==> src/inc/prs_pkg.sv <==
// Purpose: shared constants and types for the power-up reset sequencer
// Assumes: clock_in runs at 10 MHz and is taken from the internal rc oscillator
// Notes:   times are kept in ns; rc clock cycle counts are derived from them
package prs_pkg;

    localparam int unsigned CLK_PERIOD_NS        = 100;
    // power-up timer nominal delay
    localparam int unsigned PUT_TIME_NS          = 72000000;
    localparam int unsigned PUT_CYCLES           = PUT_TIME_NS / CLK_PERIOD_NS;
    localparam int unsigned PUT_WIDTH            = 20;
    // shortest undervoltage that must trip a brown-out reset
    localparam int unsigned BROWNOUT_MIN_DURATION_NS = 100000;
    localparam int unsigned BROWNOUT_MIN_CYCLES  =
        (BROWNOUT_MIN_DURATION_NS + CLK_PERIOD_NS - 1) / CLK_PERIOD_NS;
    localparam int unsigned BOD_WIDTH            = 12;
    // oscillator start-up length in oscillator_input cycles
    localparam int unsigned OST_CYCLES           = 1024;
    localparam int unsigned OST_WIDTH            = 11;

    localparam logic [BOD_WIDTH-1:0] BOD_LOAD    = BOD_WIDTH'(BROWNOUT_MIN_CYCLES);
    localparam logic [OST_WIDTH-1:0] OST_LOAD    = OST_WIDTH'(OST_CYCLES);

    // oscillator mode encoding of the configuration word
    localparam logic [2:0] MODE_LOW_POWER_CRYSTAL  = 3'h0;
    localparam logic [2:0] MODE_CRYSTAL            = 3'h1;
    localparam logic [2:0] MODE_HIGH_SPEED_CRYSTAL = 3'h2;

    // values after reset
    localparam logic       CORE_RESET_RST        = 1'h1;
    localparam logic [1:0] SYNC_RST              = 2'h0;

    typedef enum logic [1:0] {
        PRS_HOLD = 2'b00,
        PRS_PUT  = 2'b01,
        PRS_OST  = 2'b10,
        PRS_RUN  = 2'b11
    } prs_state_type;

    typedef enum logic [1:0] {
        CAUSE_POWER_ON = 2'b00,
        CAUSE_BROWNOUT = 2'b01,
        CAUSE_OTHER    = 2'b10,
        CAUSE_WAKE     = 2'b11
    } prs_cause_type;

endpackage

==> src/inc/prs_timer_if.sv <==
// Purpose: control and status bundle of one delay counter
// Assumes: one clock domain
// Notes:   load is sampled on start; done stays high until the next start or clear
`timescale 1ns/1ps
interface prs_timer_if #(parameter int unsigned WIDTH = 8);
    logic             start;
    logic             clear;
    logic             tick;
    logic [WIDTH-1:0] load;
    logic             busy;
    logic             done;

    modport ctrl (output start, output clear, output tick, output load, input busy, input done);
    modport cnt  (input start, input clear, input tick, input load, output busy, output done);
endinterface

==> src/hdl/prs_delay_counter.sv <==
// Purpose: loadable down counter that flags expiry after load ticks
// Assumes: load is not zero
// Notes:   clear wins over start; start restarts a running count
`timescale 1ns/1ps
module prs_delay_counter #(
    parameter int unsigned WIDTH = 8
) (
    input  wire logic clock_in,
    input  wire logic rst_in,
    prs_timer_if.cnt  tmr
);
    import prs_pkg::*;

    logic [WIDTH-1:0] count_r;
    logic             busy_r;
    logic             done_r;

    always_ff @(posedge clock_in or posedge rst_in) begin
        if (rst_in) begin
            count_r <= '0;
            busy_r  <= 1'b0;
            done_r  <= 1'b0;
        end else if (tmr.clear) begin
            count_r <= '0;
            busy_r  <= 1'b0;
            done_r  <= 1'b0;
        end else if (tmr.start) begin
            count_r <= tmr.load;
            busy_r  <= 1'b1;
            done_r  <= 1'b0;
        end else if (busy_r && tmr.tick) begin
            if (count_r == WIDTH'(1)) begin
                busy_r <= 1'b0;
                done_r <= 1'b1;
            end
            count_r <= count_r - WIDTH'(1);
        end
    end

    assign tmr.busy = busy_r;
    assign tmr.done = done_r;
endmodule

==> src/hdl/prs_sequencer.sv <==
// Purpose: holds the core in reset through power-on, brown-out, power-up timer
//          and oscillator start-up, then releases it
// Assumes: clock_in is the internal rc oscillator clock; supply monitor and
//          oscillator inputs are asynchronous; configuration bits are static
// Notes:   core_reset_out is high while the core must stay in reset or stalled
// Summary of operation
// - hold reset until supply reaches operating level
// - falling supply never re-triggers power-on reset
// - 72 ms power-up delay, only after power-on/brown-out
// - power-up timer on rc clock holds reset
// - timer config bit one disables, zero enables
// - then 1024 oscillator input cycles hold reset
// - start-up delay: crystal modes, power-on or wake
// - brown-out enable bit one enables, zero disables
// - undervoltage longer than minimum duration resets
// - after reset wait above threshold, then timer
// - undervoltage during timer restarts full delay
`timescale 1ns/1ps
module prs_sequencer #(
    parameter int unsigned PUT_LEN = prs_pkg::PUT_CYCLES
) (
    input  wire logic                   clock_in,
    input  wire logic                   rst_in,
    input  wire logic                   supply_good_in,
    input  wire logic                   undervoltage_in,
    input  wire logic                   oscillator_input_in,
    input  wire logic                   power_up_timer_config_bit_in,
    input  wire logic                   brownout_enable_config_in,
    input  wire logic [2:0]             osc_mode_in,
    input  wire logic                   other_reset_in,
    input  wire logic                   sleep_wake_in,
    output logic                        core_reset_out,
    output prs_pkg::prs_state_type      stage_out,
    output prs_pkg::prs_cause_type      cause_out
);
    import prs_pkg::*;

    logic [1:0]    supply_sync_r;
    logic [1:0]    under_sync_r;
    logic [1:0]    osc_sync_r;
    logic          osc_prev_r;
    logic          power_seen_r;
    logic          brownout_trip_r;
    logic          core_reset_r;
    prs_state_type state_r;
    prs_state_type state_nxt;
    prs_cause_type cause_r;
    prs_cause_type cause_nxt;

    logic supply_good;
    logic under;
    logic osc_edge;
    logic crystal_mode;
    logic put_enabled;
    logic put_start;
    logic ost_start;
    logic hold_now;
    logic monitors_idle;

    prs_timer_if #(.WIDTH(PUT_WIDTH)) put_if ();
    prs_timer_if #(.WIDTH(OST_WIDTH)) ost_if ();
    prs_timer_if #(.WIDTH(BOD_WIDTH)) bod_if ();

    // two-stage synchronisers for the analog monitors and the oscillator input
    always_ff @(posedge clock_in or posedge rst_in) begin
        if (rst_in) begin
            supply_sync_r <= SYNC_RST;
            under_sync_r  <= SYNC_RST;
            osc_sync_r    <= SYNC_RST;
            osc_prev_r    <= 1'b0;
        end else begin
            supply_sync_r <= {supply_sync_r[0], supply_good_in};
            under_sync_r  <= {under_sync_r[0], undervoltage_in};
            osc_sync_r    <= {osc_sync_r[0], oscillator_input_in};
            osc_prev_r    <= osc_sync_r[1];
        end
    end

    assign supply_good = supply_sync_r[1];
    assign osc_edge    = osc_sync_r[1] & ~osc_prev_r;
    // undervoltage only counts when brown-out detection is enabled
    assign under       = under_sync_r[1] & brownout_enable_config_in;
    assign put_enabled = ~power_up_timer_config_bit_in;
    assign crystal_mode = (osc_mode_in == MODE_LOW_POWER_CRYSTAL) ||
                          (osc_mode_in == MODE_CRYSTAL) ||
                          (osc_mode_in == MODE_HIGH_SPEED_CRYSTAL);

    // latched once the supply first becomes good; only rst_in clears it
    always_ff @(posedge clock_in or posedge rst_in) begin
        if (rst_in) begin
            power_seen_r <= 1'b0;
        end else if (supply_good) begin
            power_seen_r <= 1'b1;
        end
    end

    // brown-out duration filter: count while undervoltage persists
    assign bod_if.start = under & ~bod_if.busy & ~bod_if.done;
    assign bod_if.clear = ~under;
    assign bod_if.tick  = 1'b1;
    assign bod_if.load  = BOD_LOAD;

    prs_delay_counter #(.WIDTH(BOD_WIDTH)) u_bod_filter (
        .clock_in (clock_in),
        .rst_in   (rst_in),
        .tmr      (bod_if.cnt)
    );

    // brown-out reset stands until the supply is back above threshold
    always_ff @(posedge clock_in or posedge rst_in) begin
        if (rst_in) begin
            brownout_trip_r <= 1'b0;
        end else if (bod_if.done) begin
            brownout_trip_r <= 1'b1;
        end else if (!under) begin
            brownout_trip_r <= 1'b0;
        end
    end

    assign monitors_idle = power_seen_r & ~under & ~brownout_trip_r;
    // an active reset condition that forces the sequence back to hold
    assign hold_now = ~power_seen_r | brownout_trip_r | other_reset_in;

    // power-up timer counts rc clock cycles
    assign put_if.tick  = 1'b1;
    assign put_if.load  = PUT_WIDTH'(PUT_LEN);
    assign put_if.start = put_start;
    assign put_if.clear = (state_r == PRS_PUT) && under;

    prs_delay_counter #(.WIDTH(PUT_WIDTH)) u_power_up_timer (
        .clock_in (clock_in),
        .rst_in   (rst_in),
        .tmr      (put_if.cnt)
    );

    // oscillator start-up timer counts oscillator input rising edges
    assign ost_if.tick  = osc_edge;
    assign ost_if.load  = OST_LOAD;
    assign ost_if.start = ost_start;
    assign ost_if.clear = hold_now;

    prs_delay_counter #(.WIDTH(OST_WIDTH)) u_oscillator_startup_timer (
        .clock_in (clock_in),
        .rst_in   (rst_in),
        .tmr      (ost_if.cnt)
    );

    // sequence control
    always_comb begin
        state_nxt = state_r;
        cause_nxt = cause_r;
        put_start = 1'b0;
        ost_start = 1'b0;
        case (state_r)
            PRS_HOLD: begin
                if (brownout_trip_r) begin
                    cause_nxt = (cause_r == CAUSE_POWER_ON) ? CAUSE_POWER_ON : CAUSE_BROWNOUT;
                end
                // an other reset seen while holding skips the power-up delay later
                if (other_reset_in) begin
                    cause_nxt = CAUSE_OTHER;
                end
                if (monitors_idle && !other_reset_in) begin
                    if (put_enabled && (cause_r != CAUSE_OTHER)) begin
                        state_nxt = PRS_PUT;
                        put_start = 1'b1;
                    end else if (crystal_mode && (cause_r == CAUSE_POWER_ON)) begin
                        state_nxt = PRS_OST;
                        ost_start = 1'b1;
                    end else begin
                        state_nxt = PRS_RUN;
                    end
                end
            end
            PRS_PUT: begin
                if (under) begin
                    // dip during the delay: back to brown-out hold, timer re-armed
                    state_nxt = PRS_HOLD;
                    cause_nxt = (cause_r == CAUSE_POWER_ON) ? CAUSE_POWER_ON : CAUSE_BROWNOUT;
                end else if (other_reset_in) begin
                    state_nxt = PRS_HOLD;
                    cause_nxt = CAUSE_OTHER;
                end else if (put_if.done) begin
                    if (crystal_mode && (cause_r == CAUSE_POWER_ON)) begin
                        state_nxt = PRS_OST;
                        ost_start = 1'b1;
                    end else begin
                        state_nxt = PRS_RUN;
                    end
                end
            end
            PRS_OST: begin
                if (hold_now) begin
                    state_nxt = PRS_HOLD;
                    if (other_reset_in) begin
                        cause_nxt = CAUSE_OTHER;
                    end
                end else if (ost_if.done) begin
                    state_nxt = PRS_RUN;
                end
            end
            PRS_RUN: begin
                if (brownout_trip_r) begin
                    state_nxt = PRS_HOLD;
                    cause_nxt = CAUSE_BROWNOUT;
                end else if (other_reset_in) begin
                    state_nxt = PRS_HOLD;
                    cause_nxt = CAUSE_OTHER;
                end else if (sleep_wake_in && crystal_mode) begin
                    state_nxt = PRS_OST;
                    cause_nxt = CAUSE_WAKE;
                    ost_start = 1'b1;
                end
            end
            default: begin
                state_nxt = PRS_HOLD;
            end
        endcase
        // a power-on reset that has not completed keeps its cause
        if (!power_seen_r) begin
            state_nxt = PRS_HOLD;
            cause_nxt = CAUSE_POWER_ON;
            put_start = 1'b0;
            ost_start = 1'b0;
        end
    end

    always_ff @(posedge clock_in or posedge rst_in) begin
        if (rst_in) begin
            state_r <= PRS_HOLD;
            cause_r <= CAUSE_POWER_ON;
        end else begin
            state_r <= state_nxt;
            cause_r <= cause_nxt;
        end
    end

    // reset is released only from the run state
    always_ff @(posedge clock_in or posedge rst_in) begin
        if (rst_in) begin
            core_reset_r <= CORE_RESET_RST;
        end else begin
            core_reset_r <= (state_nxt != PRS_RUN);
        end
    end

    assign core_reset_out = core_reset_r;
    assign stage_out      = state_r;
    assign cause_out      = cause_r;

endmodule

==> config.mk <==
export PLATFORM = sky130hd
export DESIGN_NAME = prs_sequencer
export DESIGN_NICKNAME = d
export VERILOG_FILES = /design/src/inc/prs_pkg.sv /design/src/inc/prs_timer_if.sv /design/src/hdl/prs_delay_counter.sv /design/src/hdl/prs_sequencer.sv
export SDC_FILE = /design/constraint.sdc
export NUM_CORES = 1
export LEC_CHECK = 0
export BUFFER_PORTS_ARGS = -buffer_cell sky130_fd_sc_hd__buf_2
export CORE_MARGIN = 4
export CORE_UTILIZATION = 60
export DETAILED_ROUTE_END_ITERATION = 8
export GPL_TIMING_DRIVEN = 0
export PLACE_DENSITY_LB_ADDON = 0.3
export SLEW_MARGIN = 20
export SYNTH_ARGS = -nofsm -noshare
export SYNTH_HDL_FRONTEND = slang
export SYNTH_SLANG_ARGS = --single-unit
==> constraint.sdc <==
create_clock -name clock_in -period 2.5 [get_ports clock_in]
set_input_delay 0.125 -clock clock_in [delete_from_list [all_inputs] [get_ports clock_in]]
set_output_delay 0.125 -clock clock_in [all_outputs]
set_load 0.05 [all_outputs]
==> results of run 1 <==
==> metal layers <==
metal,global-route usage [%],share of wire (%),vias to the layer above
li1,-,-,1226
met3,4.82,3.6,12
met4,10.1,2.2,0
met5,0,0,-
met1,29.0,46,1209
met2,36.3,48,57
==> worst paths after layout <==
| path | endpoint | slack, ns | depth (start not counted) |
|---|---|---|---|
| setup / recovery | u_power_up_timer.count_r[3] | 0.25 | 7 |
| hold / removal | cause_out[1] | 0.12 | 3 |
| setup reg to reg | u_power_up_timer.count_r[3] | 0.25 | 7 |
| hold reg to reg | under_sync_r[1] | 0.35 | 0 |
| max in group asynchronous | core_reset_out | 1.69 | 4 |
| min in group asynchronous | u_power_up_timer.count_r[10] | 0.27 | 3 |
==> registers in the layout, indices dropped and copies added (netlist names), 2 cells and up <==
signal and count:
under_sync_r 2, stage_out 2, u_bod_filter.count_r 12, osc_sync_r 2, u_oscillator_startup_timer.count_r 11, u_power_up_timer.count_r 20, supply_sync_r 2, cause_out 2
==> repair_timing <==
item | CTS | global route
hold buffers | 4 | 0
buffers inserted | 0 | 0
hold endpoints to repair | 20 | 0
==> stage by stage <==
stage	utilization, %	cell area [um2]
global route	71.1	3610
CTS	71.0	3600
detailed placement	65.6	3330
floorplan	-	3130
finish	71.1	3610
global placement	65.0	3300
==> report_power, final <==
group / leakage (nW) / internal (mW) / switching [mW]
sequential: 0.810 / 1.23 / 0.220
combinational: 0.627 / 0.399 / 0.618
clock: 0.112 / 0.614 / 0.399
==> cell type report <==
| class | count | area [um2] |
|---|---|---|
| multi-input cells | 242 | 1470 |
| clock buffers | 11 | 151 |
| clock inverters | 5 | 80.1 |
| fillers | 392 | 1470 |
| repair buffers | 21 | 148 |
| flip-flops and latches | 63 | 1580 |
| inverters | 13 | 51.3 |
| well taps | 70 | 87.6 |
| plain buffers | 9 | 45.0 |
==> cell usage in the layout (no fill, tap or decap), types with 2 or more instances in the layout <==
master                          Yosys  layout
sky130_fd_sc_hd__mux2i_1            2       2
sky130_fd_sc_hd__inv_1             13      12
sky130_fd_sc_hd__a211oi_1           3       3
sky130_fd_sc_hd__or3_1              5       5
sky130_fd_sc_hd__nand4_1            4       4
sky130_fd_sc_hd__nor3_1            16      15
sky130_fd_sc_hd__ha_1               6       6
sky130_fd_sc_hd__o31ai_1            5       5
sky130_fd_sc_hd__nor2_1            45      45
sky130_fd_sc_hd__buf_2              3      19
sky130_fd_sc_hd__nor4_1             7       7
sky130_fd_sc_hd__clkbuf_1           5       5
sky130_fd_sc_hd__clkbuf_8           0      11
sky130_fd_sc_hd__dlygate4sd3_1      0       4
sky130_fd_sc_hd__or4_4              2       2
sky130_fd_sc_hd__nor4_2             2       2
sky130_fd_sc_hd__a311oi_1           4       4
sky130_fd_sc_hd__clkinvlp_4         0       2
sky130_fd_sc_hd__nor4bb_1           2       2
sky130_fd_sc_hd__nand3b_1           2       2
sky130_fd_sc_hd__or4_1              3       3
sky130_fd_sc_hd__bufinv_16          0       2
sky130_fd_sc_hd__and3_1             2       2
sky130_fd_sc_hd__nand3_1            8       8
sky130_fd_sc_hd__nand2_1           28      28
sky130_fd_sc_hd__nand2b_1           3       3
sky130_fd_sc_hd__nor2b_1            3       3
sky130_fd_sc_hd__nor3_2             1       2
sky130_fd_sc_hd__xor2_1            13      13
sky130_fd_sc_hd__dfrtp_1           62      62
sky130_fd_sc_hd__a21oi_1           32      32
sky130_fd_sc_hd__a31oi_1            5       5
sky130_fd_sc_hd__o21ai_0           10      10
sky130_fd_sc_hd__nand4b_1           2       2
sky130_fd_sc_hd__xnor2_1           12      12
==> worst reg2reg max path: stages, from the launching register on <==
cell                       delay (ns)
sky130_fd_sc_hd__dfrtp_1         0.45
sky130_fd_sc_hd__or3b_2          0.48
sky130_fd_sc_hd__clkbuf_1        0.20
sky130_fd_sc_hd__nor3_1          0.28
sky130_fd_sc_hd__nand2_1         0.10
sky130_fd_sc_hd__a21oi_1         0.27
sky130_fd_sc_hd__buf_2           0.29
sky130_fd_sc_hd__nor2_1          0.08
==> kinds of logic after synthesis <==
family	synth area share, %
AO/OA/AOI/OAI	12.8
adder cells (fa/ha/maj)	2.40
multiplexers	0.639
XOR/XNOR	6.99
flip-flops	50.4
AND/OR/NAND/NOR	23.8
buffers and inverters	3.00
==> impl_results.md, run 1 <==
- Outcome: complete, no violations
- Worst Setup Slack, final: 0.246 ns
- Post-Syn Nets: 345
- Post-CTS clock slew at the launch and capture registers of the worst setup and hold paths: 0.07 ns
- Unique masters post-synth: 48
- Leak pwr: 1.55 nW
- Start point of the worst min-delay path: other_reset_in
- Origin of the worst setup path: brownout_trip_r
- Drt initial violations: 114
- Hold crit path type: primary input to register
- Routed length per instance: 14.4 um
- Proportion of register bits with asynchronous set or reset after synthesis: 100%
- Min cycle time layout: 2.25 ns
- Total wire length: 6.23 mm
- Number of enable-type register cells in the synthesized netlist: 0
- Share of the yosys chip area belonging to registers: 50.4%
- Ratio of cells with drive above 1 in the final layout: 14.0%
- Cell types with the highest counts after synthesis: sky130_fd_sc_hd__dfrtp_1 (62), sky130_fd_sc_hd__nor2_1 (45), sky130_fd_sc_hd__a21oi_1 (32)
- Via-per-instance ratio: 5.77
- Pwr/cell area: 964 mW/mm2
- Antenna violations before repair: 0
- Total die area: 0.00644 mm2
- Data required time of the worst path: 2.72 ns
- Slowest-stage cell, CP: sky130_fd_sc_hd__or3b_2
- Synth area leaders: sky130_fd_sc_hd__dfrtp_1 (50%), sky130_fd_sc_hd__nor2_1 (5.4%), sky130_fd_sc_hd__a21oi_1 (5.1%), sky130_fd_sc_hd__xor2_1 (3.6%), sky130_fd_sc_hd__nand2_1 (3.4%)
- FF+latch count, synth: 63
- Non-Filler Instances: 434
- Maximum number of pins on one net before global-route repair: 47
- Antenna Violating Nets Remaining: 0
- Category of the critical setup timing path: register to register
- Overflow left after global routing: 0
- Slew at the pin closest to its max-slew limit: 0.659 ns
- Data arrival time of the critical path: 2.48 ns
- RSZ-0062 raised after global routing: false
- Final nets: 377
- Most numerous cell in the Yosys netlist: sky130_fd_sc_hd__dfrtp_1
- Category of the worst setup path capture point: register
- Per-instance average area after synthesis: 9.58 um2
- Remaining max-slew budget at the tightest pin: 55.8%
- Port Buffers: 16
- Max-cap violations: 0
- Core region area: 0.00507 mm2
- First-pass DRT Iterations: 4
- Placer congestion estimate: 0.893
- Num CTS Buffers: 9
- First-pass GRT wire length: 11.2 mm
- Deepest level of the CTS H-tree: 3
- Placement row count: 26
- Synth-to-Final Area Change: 15.1%
- Count of cells resized by post-cts repair: 0
- Count of final setup violators: 0
- YS warnings: 0
- Total global-route track usage: 22.5%
- Via count: 2504
- List of cells traversed by the critical path: or3b_2, clkbuf_1, nor3_1, nand2_1, a21oi_1, buf_2, nor2_1
- Count of pins over their slew limit: 0
- Most used flip-flop cell after synthesis: sky130_fd_sc_hd__dfrtp_1
- Number of buffer and inverter instances along the worst setup path: 2
- Effective utilization at floorplan: 61.7%
- Number of global-route vias before repair: 2507
- RR Startpoint: brownout_trip_r
- Maximum frequency from static timing analysis: 444 MHz
- Kind of start point of the critical path: register
- Worst slack at placement: 0.254 ns
- Maximum clock insertion buffer count: 2
- Sinks on the clock net: 63
- Instance count of the mapped netlist: 327
- HPWL after detailed placement: 4.27 mm
- Count of boundary I/O pins: 17
- Width of the die: 80.3 um
- Library cell with the largest summed area after synthesis: sky130_fd_sc_hd__dfrtp_1
- Netlist area before placement: 0.00313 mm2
- CTS root buf: sky130_fd_sc_hd__clkbuf_8
- Clk Latency, worst-skew pair: 0.34 ns
- Hold Vio Cnt, Final: 0
- Number of diodes: 0
- Highest cell delay on the worst timing path: 0.48 ns
- TritonCTS clock tree: yes
- Worst clock skew: 0.00615 ns
- Worst slack on hold paths: 0.115 ns
- Dpl cells: 414
- Post-route setup TNS: 0 ns
- Worst vdd ir: 0.579 mV
- Chip height: 80.3 um
- Critical path's top delay family: simple AND/OR/NAND/NOR gates
- Critical-path maximum fanout: 10
- Post-synth top area share: 49.5%
- Total chip power: 3.48 mW
- Final Cycle Share: 90.2%
- Remaining routing DRC violations: 0
No activity file was read; power rests on OpenSTA's default activity.
==> run 2, diff against run 1 <==
--- a/config.mk
+++ b/config.mk
@@ -7,11 +7,11 @@
 export LEC_CHECK = 0
 export BUFFER_PORTS_ARGS = -buffer_cell sky130_fd_sc_hd__buf_2
 export CORE_MARGIN = 4
-export CORE_UTILIZATION = 60
+export CORE_UTILIZATION = 62
 export DETAILED_ROUTE_END_ITERATION = 8
 export GPL_TIMING_DRIVEN = 0
 export PLACE_DENSITY_LB_ADDON = 0.3
-export SLEW_MARGIN = 20
 export SYNTH_ARGS = -nofsm -noshare
 export SYNTH_HDL_FRONTEND = slang
+export SYNTH_HIERARCHICAL = 1
 export SYNTH_SLANG_ARGS = --single-unit
==> impl_results.md, run 2 <==
- Cell types with the highest counts after synthesis: sky130_fd_sc_hd__dfrtp_1 (62), sky130_fd_sc_hd__nor2_1 (43), sky130_fd_sc_hd__nand2_1 (30)
- Most numerous cell in the Yosys netlist: sky130_fd_sc_hd__dfrtp_1
- Data arrival time of the critical path: 2.65 ns
- Most used flip-flop cell after synthesis: sky130_fd_sc_hd__dfrtp_1
- Synth area leaders: sky130_fd_sc_hd__dfrtp_1 (40%), sky130_fd_sc_hd__nor2_1 (4.2%), sky130_fd_sc_hd__a21oi_1 (3.7%), sky130_fd_sc_hd__a311oi_1 (2.9%), sky130_fd_sc_hd__nand2_1 (2.9%)
- Maximum number of pins on one net before global-route repair: 23
- Number of enable-type register cells in the synthesized netlist: 0
- Share of the yosys chip area belonging to registers: 40.6%
- Worst vdd ir: 0.643 mV
- Unique masters post-synth: 83
- Drt initial violations: 150
- Core region area: 0.00599 mm2
- Layout fillers: 423
- Ratio of cells with drive above 1 in the final layout: 15.8%
- First-pass DRT Iterations: 6
- Placement row count: 28
- Final nets: 532
- Min cycle time layout: 2.40 ns
- Maximum clock insertion buffer count: 2
- Worst Hold Path Cells: 3
- Reg with most FFs: u_power_up_timer/count_r
- Remaining max-slew budget at the tightest pin: 41.3%
- Post-synth top area share: 39.9%
- Width of the die: 87.2 um
- Deepest level of the CTS H-tree: 3
- Routed length per instance: 15.5 um
- Max-cap violations: 0
- Pwr/cell area: 837 mW/mm2
- Total area of sequential cells: 0.00158 mm2
- Worst clock skew: 0.0122 ns
- Instance count of the mapped netlist: 425
- Worst slack on hold paths: 0.162 ns
- Total chip power: 3.79 mW
- Maximum frequency from static timing analysis: 416 MHz
- Most common library cell in the layout ignoring fill and taps: sky130_fd_sc_hd__dfrtp_1
- Final Cycle Share: 96.1%
- Post-detailed-placement cell area: 0.00429 mm2
- Area of all placed cells without fillers: 0.00452 mm2
- Hold crit path type: primary input to register
- Synth-to-Final Area Change: 16.4%
- Leak pwr: 1.94 nW
- Number of global-route vias before repair: 3540
- Reg-to-Reg End: u_power_up_timer/count_r[19]
- Count of pins over their slew limit: 0
- Library cell with the largest summed area after synthesis: sky130_fd_sc_hd__dfrtp_1
- TritonCTS clock tree: yes
- Placer congestion estimate: 0.855
- YS warnings: 6
- CTS root buf: sky130_fd_sc_hd__clkbuf_8
- Path depth of the worst reg2reg path: 8
- Count of final setup violators: 0
- Effective utilization at floorplan: 64.8%
- Proportion of register bits with asynchronous set or reset after synthesis: 100%
- Antenna violations before repair: 0
- Start point of the worst min-delay path: brownout_enable_config_in
- Overflow left after global routing: 0
- Clk Latency, worst-skew pair: 0.34 ns
- HPWL after detailed placement: 6.40 mm
- Highest cell delay on the worst timing path: 0.54 ns
- Slew at the pin closest to its max-slew limit: 0.879 ns
- Category of the worst setup path capture point: register
- Footprint of the multi-input gates: 0.00235 mm2
- Post-CTS clock slew at the launch and capture registers of the worst setup and hold paths: 0.08 ns
- Max reg flops: 20
- Slowest-stage cell, CP: sky130_fd_sc_hd__or4_1
- Via count: 3536
- Total global-route track usage: 26.4%
- Chip height: 87.2 um
- Antenna Violating Nets Remaining: 0
- Commonest cells after routing, fill and taps aside: sky130_fd_sc_hd__dfrtp_1 (62), sky130_fd_sc_hd__conb_1 (59), sky130_fd_sc_hd__nor2_1 (43)
- Netlist area before placement: 0.00388 mm2
- List of cells traversed by the critical path: buf_4, nor3b_4, nand2_2, nor4b_4, or2_4, nor2_1, or4_1, a211oi_1
- Number of diodes: 0
- Total die area: 0.00760 mm2
- Category of the critical setup timing path: register to register
- Per-instance average area after synthesis: 9.14 um2
- Largest regs: u_power_up_timer/count_r: 20 flops, u_bod_filter/count_r: 12 flops, u_oscillator_startup_timer/count_r: 11 flops
- Critical-path maximum fanout: 10
- Data required time of the worst path: 2.75 ns
- Origin of the worst setup path: power_seen_r
- Hold path endpoint: brownout_trip_r
- Minimum setup slack among reg-to-reg paths: 0.1 ns
- Count of boundary I/O pins: 17
- Sinks on the clock net: 63
- Via-per-instance ratio: 5.96
- Num CTS Buffers: 9
- Kind of start point of the critical path: register
- First-pass GRT wire length: 16.1 mm
- Hold Vio Cnt, Final: 0
- Port Buffers: 16
- Total wire length: 9.22 mm
- Remaining routing DRC violations: 0
- FF+latch count, synth: 63
- RR Startpoint: power_seen_r
- Outcome: complete, no violations
## run 2: changes by cell type after synthesis, sizes merged, moves of 4 or more
cell	change
inv	+9
buf	+4
clkbuf	+8
a211oi	+13
or4	+7
nor3b	+5
xor2	-8
a311oi	+9
nor4	-4
nor2b	+4
or3	+4
o21a	+4
## run 2: area by class of cell
class / count / share of cell area [%]
clock buffer: 11 / 3.13
multi-input combinational: 375 / 52.1
clock inverter: 4 / 0.498
timing repair buffer: 24 / 3.32
buffer: 18 / 2.10
tap: 75 / 2.08
inverter: 23 / 1.91
sequential: 63 / 34.9
## run 2: worst max-delay path: cells and delay by family (launching register included)
family                 cells  cell delay (ns)
AOI/OAI and AO/OA          1             0.24
buffers and inverters      1             0.17
DFF                        1             0.32
and+or+nand+nor            6             1.57
## run 2: power by group
part / total, mW / internal (mW) / switching [mW]
combinational: 1.55 / 0.607 / 0.946
sequential: 1.47 / 1.24 / 0.229
clock: 0.763 / 0.376 / 0.387
total: 3.79 / 2.22 / 1.56
## run 2: worst max path at each step
stage	to
global placement	u_power_up_timer/count_r[19]
detailed placement	u_power_up_timer/count_r[19]
finish	u_power_up_timer/count_r[19]
global route	u_power_up_timer/count_r[19]
CTS	u_power_up_timer/count_r[19]
floorplan	u_power_up_timer/count_r[19]
## run 2: cells by family after synthesis
kind of cell | after synthesis | synth area share, %
other | 2 | 0.193
DFF | 63 | 40.6
muxes | 2 | 0.547
AOI/OAI and AO/OA | 120 | 22.9
xor gates and xnor gates | 15 | 3.38
buffers and inverters | 44 | 4.90
and+or+nand+nor | 173 | 25.6
adders and majority gates | 6 | 1.93
## run 2: layer usage
metal	vias to the layer above	global-route usage [%]	share of wire (%)	routed length (um)
li1	1716	-	-	-
met2	107	43.8	51	4690
met5	-	0	0	0
met4	0	9.76	1.3	119
met3	18	5.58	4.6	426
met1	1695	34.1	43	3980
## run 2: metrics by stage
| stage | std cells | TNS, ns | worst slack [ns] | util, % |
|---|---|---|---|---|
| after floorplan | 482 | 0 | 0.0134 | - |
| after global placement | 573 | -0.530 | -0.301 | 71.6 |
| after detailed placement | 573 | -1.14 | -0.351 | 71.6 |
| after CTS | 592 | 0 | 0.00847 | 75.3 |
| after global routing | 593 | -0.0771 | -0.0374 | 75.5 |
| final | 593 | 0 | 0.0964 | 75.5 |
## run 2: what timing repair did
action / CTS / global route
endpoints found under the hold margin: 43 / 0
endpoints found under the setup margin: 12 / 24
resized for setup: 4 / 3
setup buffers: 2 / 2
hold buffers: 4 / 0
pin swaps: 3 / 2
==> run 3, diff against run 2 <==
--- a/config.mk
+++ b/config.mk
@@ -6,12 +6,14 @@
 export NUM_CORES = 1
 export LEC_CHECK = 0
 export BUFFER_PORTS_ARGS = -buffer_cell sky130_fd_sc_hd__buf_2
+export CELL_PAD_IN_SITES_DETAIL_PLACEMENT = 0
+export CELL_PAD_IN_SITES_GLOBAL_PLACEMENT = 1
 export CORE_MARGIN = 4
-export CORE_UTILIZATION = 62
+export CORE_UTILIZATION = 47
 export DETAILED_ROUTE_END_ITERATION = 8
 export GPL_TIMING_DRIVEN = 0
 export PLACE_DENSITY_LB_ADDON = 0.3
+export SLEW_MARGIN = 20
 export SYNTH_ARGS = -nofsm -noshare
 export SYNTH_HDL_FRONTEND = slang
-export SYNTH_HIERARCHICAL = 1
 export SYNTH_SLANG_ARGS = --single-unit
==> impl_results.md, run 3 (synthesis gave the netlist of run 1 again) <==
- Worst slack on hold paths: 0.119 ns
- Total die area: 0.00804 mm2
- Core region area: 0.00642 mm2
- Routed length per instance: 14.4 um
- RSZ-0062 raised after global routing: false
- Non-Filler Instances: 440
- HPWL after detailed placement: 4.39 mm
- Maximum number of pins on one net before global-route repair: 56
- Ratio of cells with drive above 1 in the final layout: 13.5%
- Worst slack at placement: 0.214 ns
- Chip height: 89.6 um
- Slowest-stage cell, CP: sky130_fd_sc_hd__or3b_2
- Count of boundary I/O pins: 17
- Drt initial violations: 66
- Sinks on the clock net: 63
- Number of global-route vias before repair: 2477
- Most common library cell in the layout ignoring fill and taps: sky130_fd_sc_hd__dfrtp_1
- RR Startpoint: brownout_trip_r
- First-pass DRT Iterations: 4
- Post-CTS clock slew at the launch and capture registers of the worst setup and hold paths: 0.07 ns
- Max reg flops: 20
- Path depth of the worst reg2reg path: 7
- Number of diodes: 0
- Min cycle time layout: 2.26 ns
- Total global-route track usage: 18.5%
- Total chip power: 3.42 mW
- Start point of the worst min-delay path: other_reset_in
- Leak pwr: 1.55 nW
- Maximum frequency from static timing analysis: 443 MHz
- Worst vdd ir: 0.501 mV
- Placer congestion estimate: 0.824
- Reg-to-Reg End: u_power_up_timer.count_r[3]
- Num CTS Buffers: 9
- Minimum setup slack among reg-to-reg paths: 0.24 ns
- Width of the die: 89.6 um
- Deepest level of the CTS H-tree: 3
- Hold Vio Cnt, Final: 0
- Via count: 2440
- Placement row count: 29
- Port Buffers: 16
- Synth-to-Final Area Change: 14.8%
- Worst Setup Slack, final: 0.244 ns
- Total wire length: 6.32 mm
- Data required time of the worst path: 2.71 ns
- Number of buffer and inverter instances along the worst setup path: 2
- TritonCTS clock tree: yes
- Hold path endpoint: cause_out[1]
- Clk Latency, worst-skew pair: 0.34 ns
- Critical path's top delay family: simple AND/OR/NAND/NOR gates
- Hold crit path type: primary input to register
- Worst clock skew: 0.0101 ns
- Worst Hold Path Cells: 3
- Reg with most FFs: u_power_up_timer.count_r
- Pwr/cell area: 951 mW/mm2
- Post-route setup TNS: 0 ns
- Count of pins over their slew limit: 0
- Critical-path maximum fanout: 10
- Commonest cells after routing, fill and taps aside: sky130_fd_sc_hd__dfrtp_1 (62), sky130_fd_sc_hd__nor2_1 (45), sky130_fd_sc_hd__a21oi_1 (32)
- Final nets: 377
- Antenna Violating Nets Remaining: 0
- Via-per-instance ratio: 5.55
- Dpl cells: 421
- First-pass GRT wire length: 11.4 mm
- List of cells traversed by the critical path: or3b_2, clkbuf_1, nor3_1, nand2_1, a21oi_1, buf_2, nor2_1
- Max-cap violations: 0
- Effective utilization at floorplan: 48.8%
- Count of final setup violators: 0
- Category of the critical setup timing path: register to register
- Largest regs: u_power_up_timer.count_r: 20 flops, u_bod_filter.count_r: 12 flops, u_oscillator_startup_timer.count_r: 11 flops
- Remaining max-slew budget at the tightest pin: 52.7%
- Category of the worst setup path capture point: register
- Remaining routing DRC violations: 0
- Outcome: complete, no violations
- CTS root buf: sky130_fd_sc_hd__clkbuf_8
- Antenna violations before repair: 0
- Highest cell delay on the worst timing path: 0.48 ns
- Maximum clock insertion buffer count: 2
- Slew at the pin closest to its max-slew limit: 0.705 ns
- Kind of start point of the critical path: register
- Overflow left after global routing: 0
- Final Cycle Share: 90.2%
- Data arrival time of the critical path: 2.47 ns
[run 3: changes by cell type in the layout (fill, tap and decap cells not counted), moves of 4 or more]
cell                       delta
sky130_fd_sc_hd__a211oi_2     -4
sky130_fd_sc_hd__nor3b_1      -4
sky130_fd_sc_hd__a211oi_1     -9
sky130_fd_sc_hd__or4_1        -6
sky130_fd_sc_hd__a311oi_1     -9
sky130_fd_sc_hd__inv_1        -9
sky130_fd_sc_hd__conb_1      -59
sky130_fd_sc_hd__buf_4        -7
sky130_fd_sc_hd__xor2_1       +8
sky130_fd_sc_hd__o21a_1       -4
[run 3: final cells by class]
cell class,instances,area (um2)
clock buffers,11,141
fillers,602,2830
flip-flops and latches,63,1580
repair buffers,21,148
clock inverters,4,70.1
multi-input cells,242,1470
plain buffers,9,45.0
well taps,77,96.3
inverters,13,51.3
[run 3: per-stage QoR]
| stage | utilization, % | instance area, um2 |
|---|---|---|
| 4_1_cts | 55.9 | 3590 |
| 3_3_place_gp | 51.5 | 3310 |
| 5_1_grt | 56.0 | 3600 |
| 2_1_floorplan | - | 3130 |
| 3_5_place_dp | 52.0 | 3340 |
| 6_report | 56.0 | 3600 |
[run 3: routing by layer]
| metal | GRT usage (%) | up-vias | share of wire, % |
|---|---|---|---|
| met2 | 29.6 | 29 | 49 |
| met1 | 23.7 | 1174 | 47 |
| li1 | - | 1229 | - |
| met4 | 6.09 | 0 | 1.1 |
| met5 | 0 | - | 0 |
| met3 | 6.20 | 8 | 3.4 |
[run 3: worst reg2reg max path, stage by stage, from the launching register on]
cell	delay, ns
sky130_fd_sc_hd__dfrtp_1	0.44
sky130_fd_sc_hd__or3b_2	0.48
sky130_fd_sc_hd__clkbuf_1	0.21
sky130_fd_sc_hd__nor3_1	0.26
sky130_fd_sc_hd__nand2_1	0.08
sky130_fd_sc_hd__a21oi_1	0.29
sky130_fd_sc_hd__buf_2	0.30
sky130_fd_sc_hd__nor2_1	0.08
[run 3: report_power, final]
group / total (mW) / internal (mW) / switching (mW) / leakage [nW]
combinational: 1.02 / 0.400 / 0.621 / 0.627
clock: 0.948 / 0.580 / 0.368 / 0.109
sequential: 1.45 / 1.23 / 0.219 / 0.810
[run 3: how the worst max path moves through the flow]
| stage | start | endpoint | slack (ns) | cells after the start |
|---|---|---|---|---|
| floorplan | u_power_up_timer.count_r[4] | u_power_up_timer.count_r[9] | 0.49 | 6 |
| global placement | rst_in | u_bod_filter.count_r[0] | 0.03 | 2 |
| detailed placement | brownout_trip_r | u_power_up_timer.count_r[2] | 0.21 | 7 |
| CTS | brownout_trip_r | u_power_up_timer.count_r[3] | 0.20 | 7 |
| global route | brownout_trip_r | u_power_up_timer.count_r[0] | 0.02 | 7 |
| finish | brownout_trip_r | u_power_up_timer.count_r[3] | 0.24 | 7 |
[run 3: timing repair]
item	4_1_cts	5_1_grt
hold buffers	4	0
hold endpoints to repair	65	0
resized for setup	0	0
setup buffers	0	0
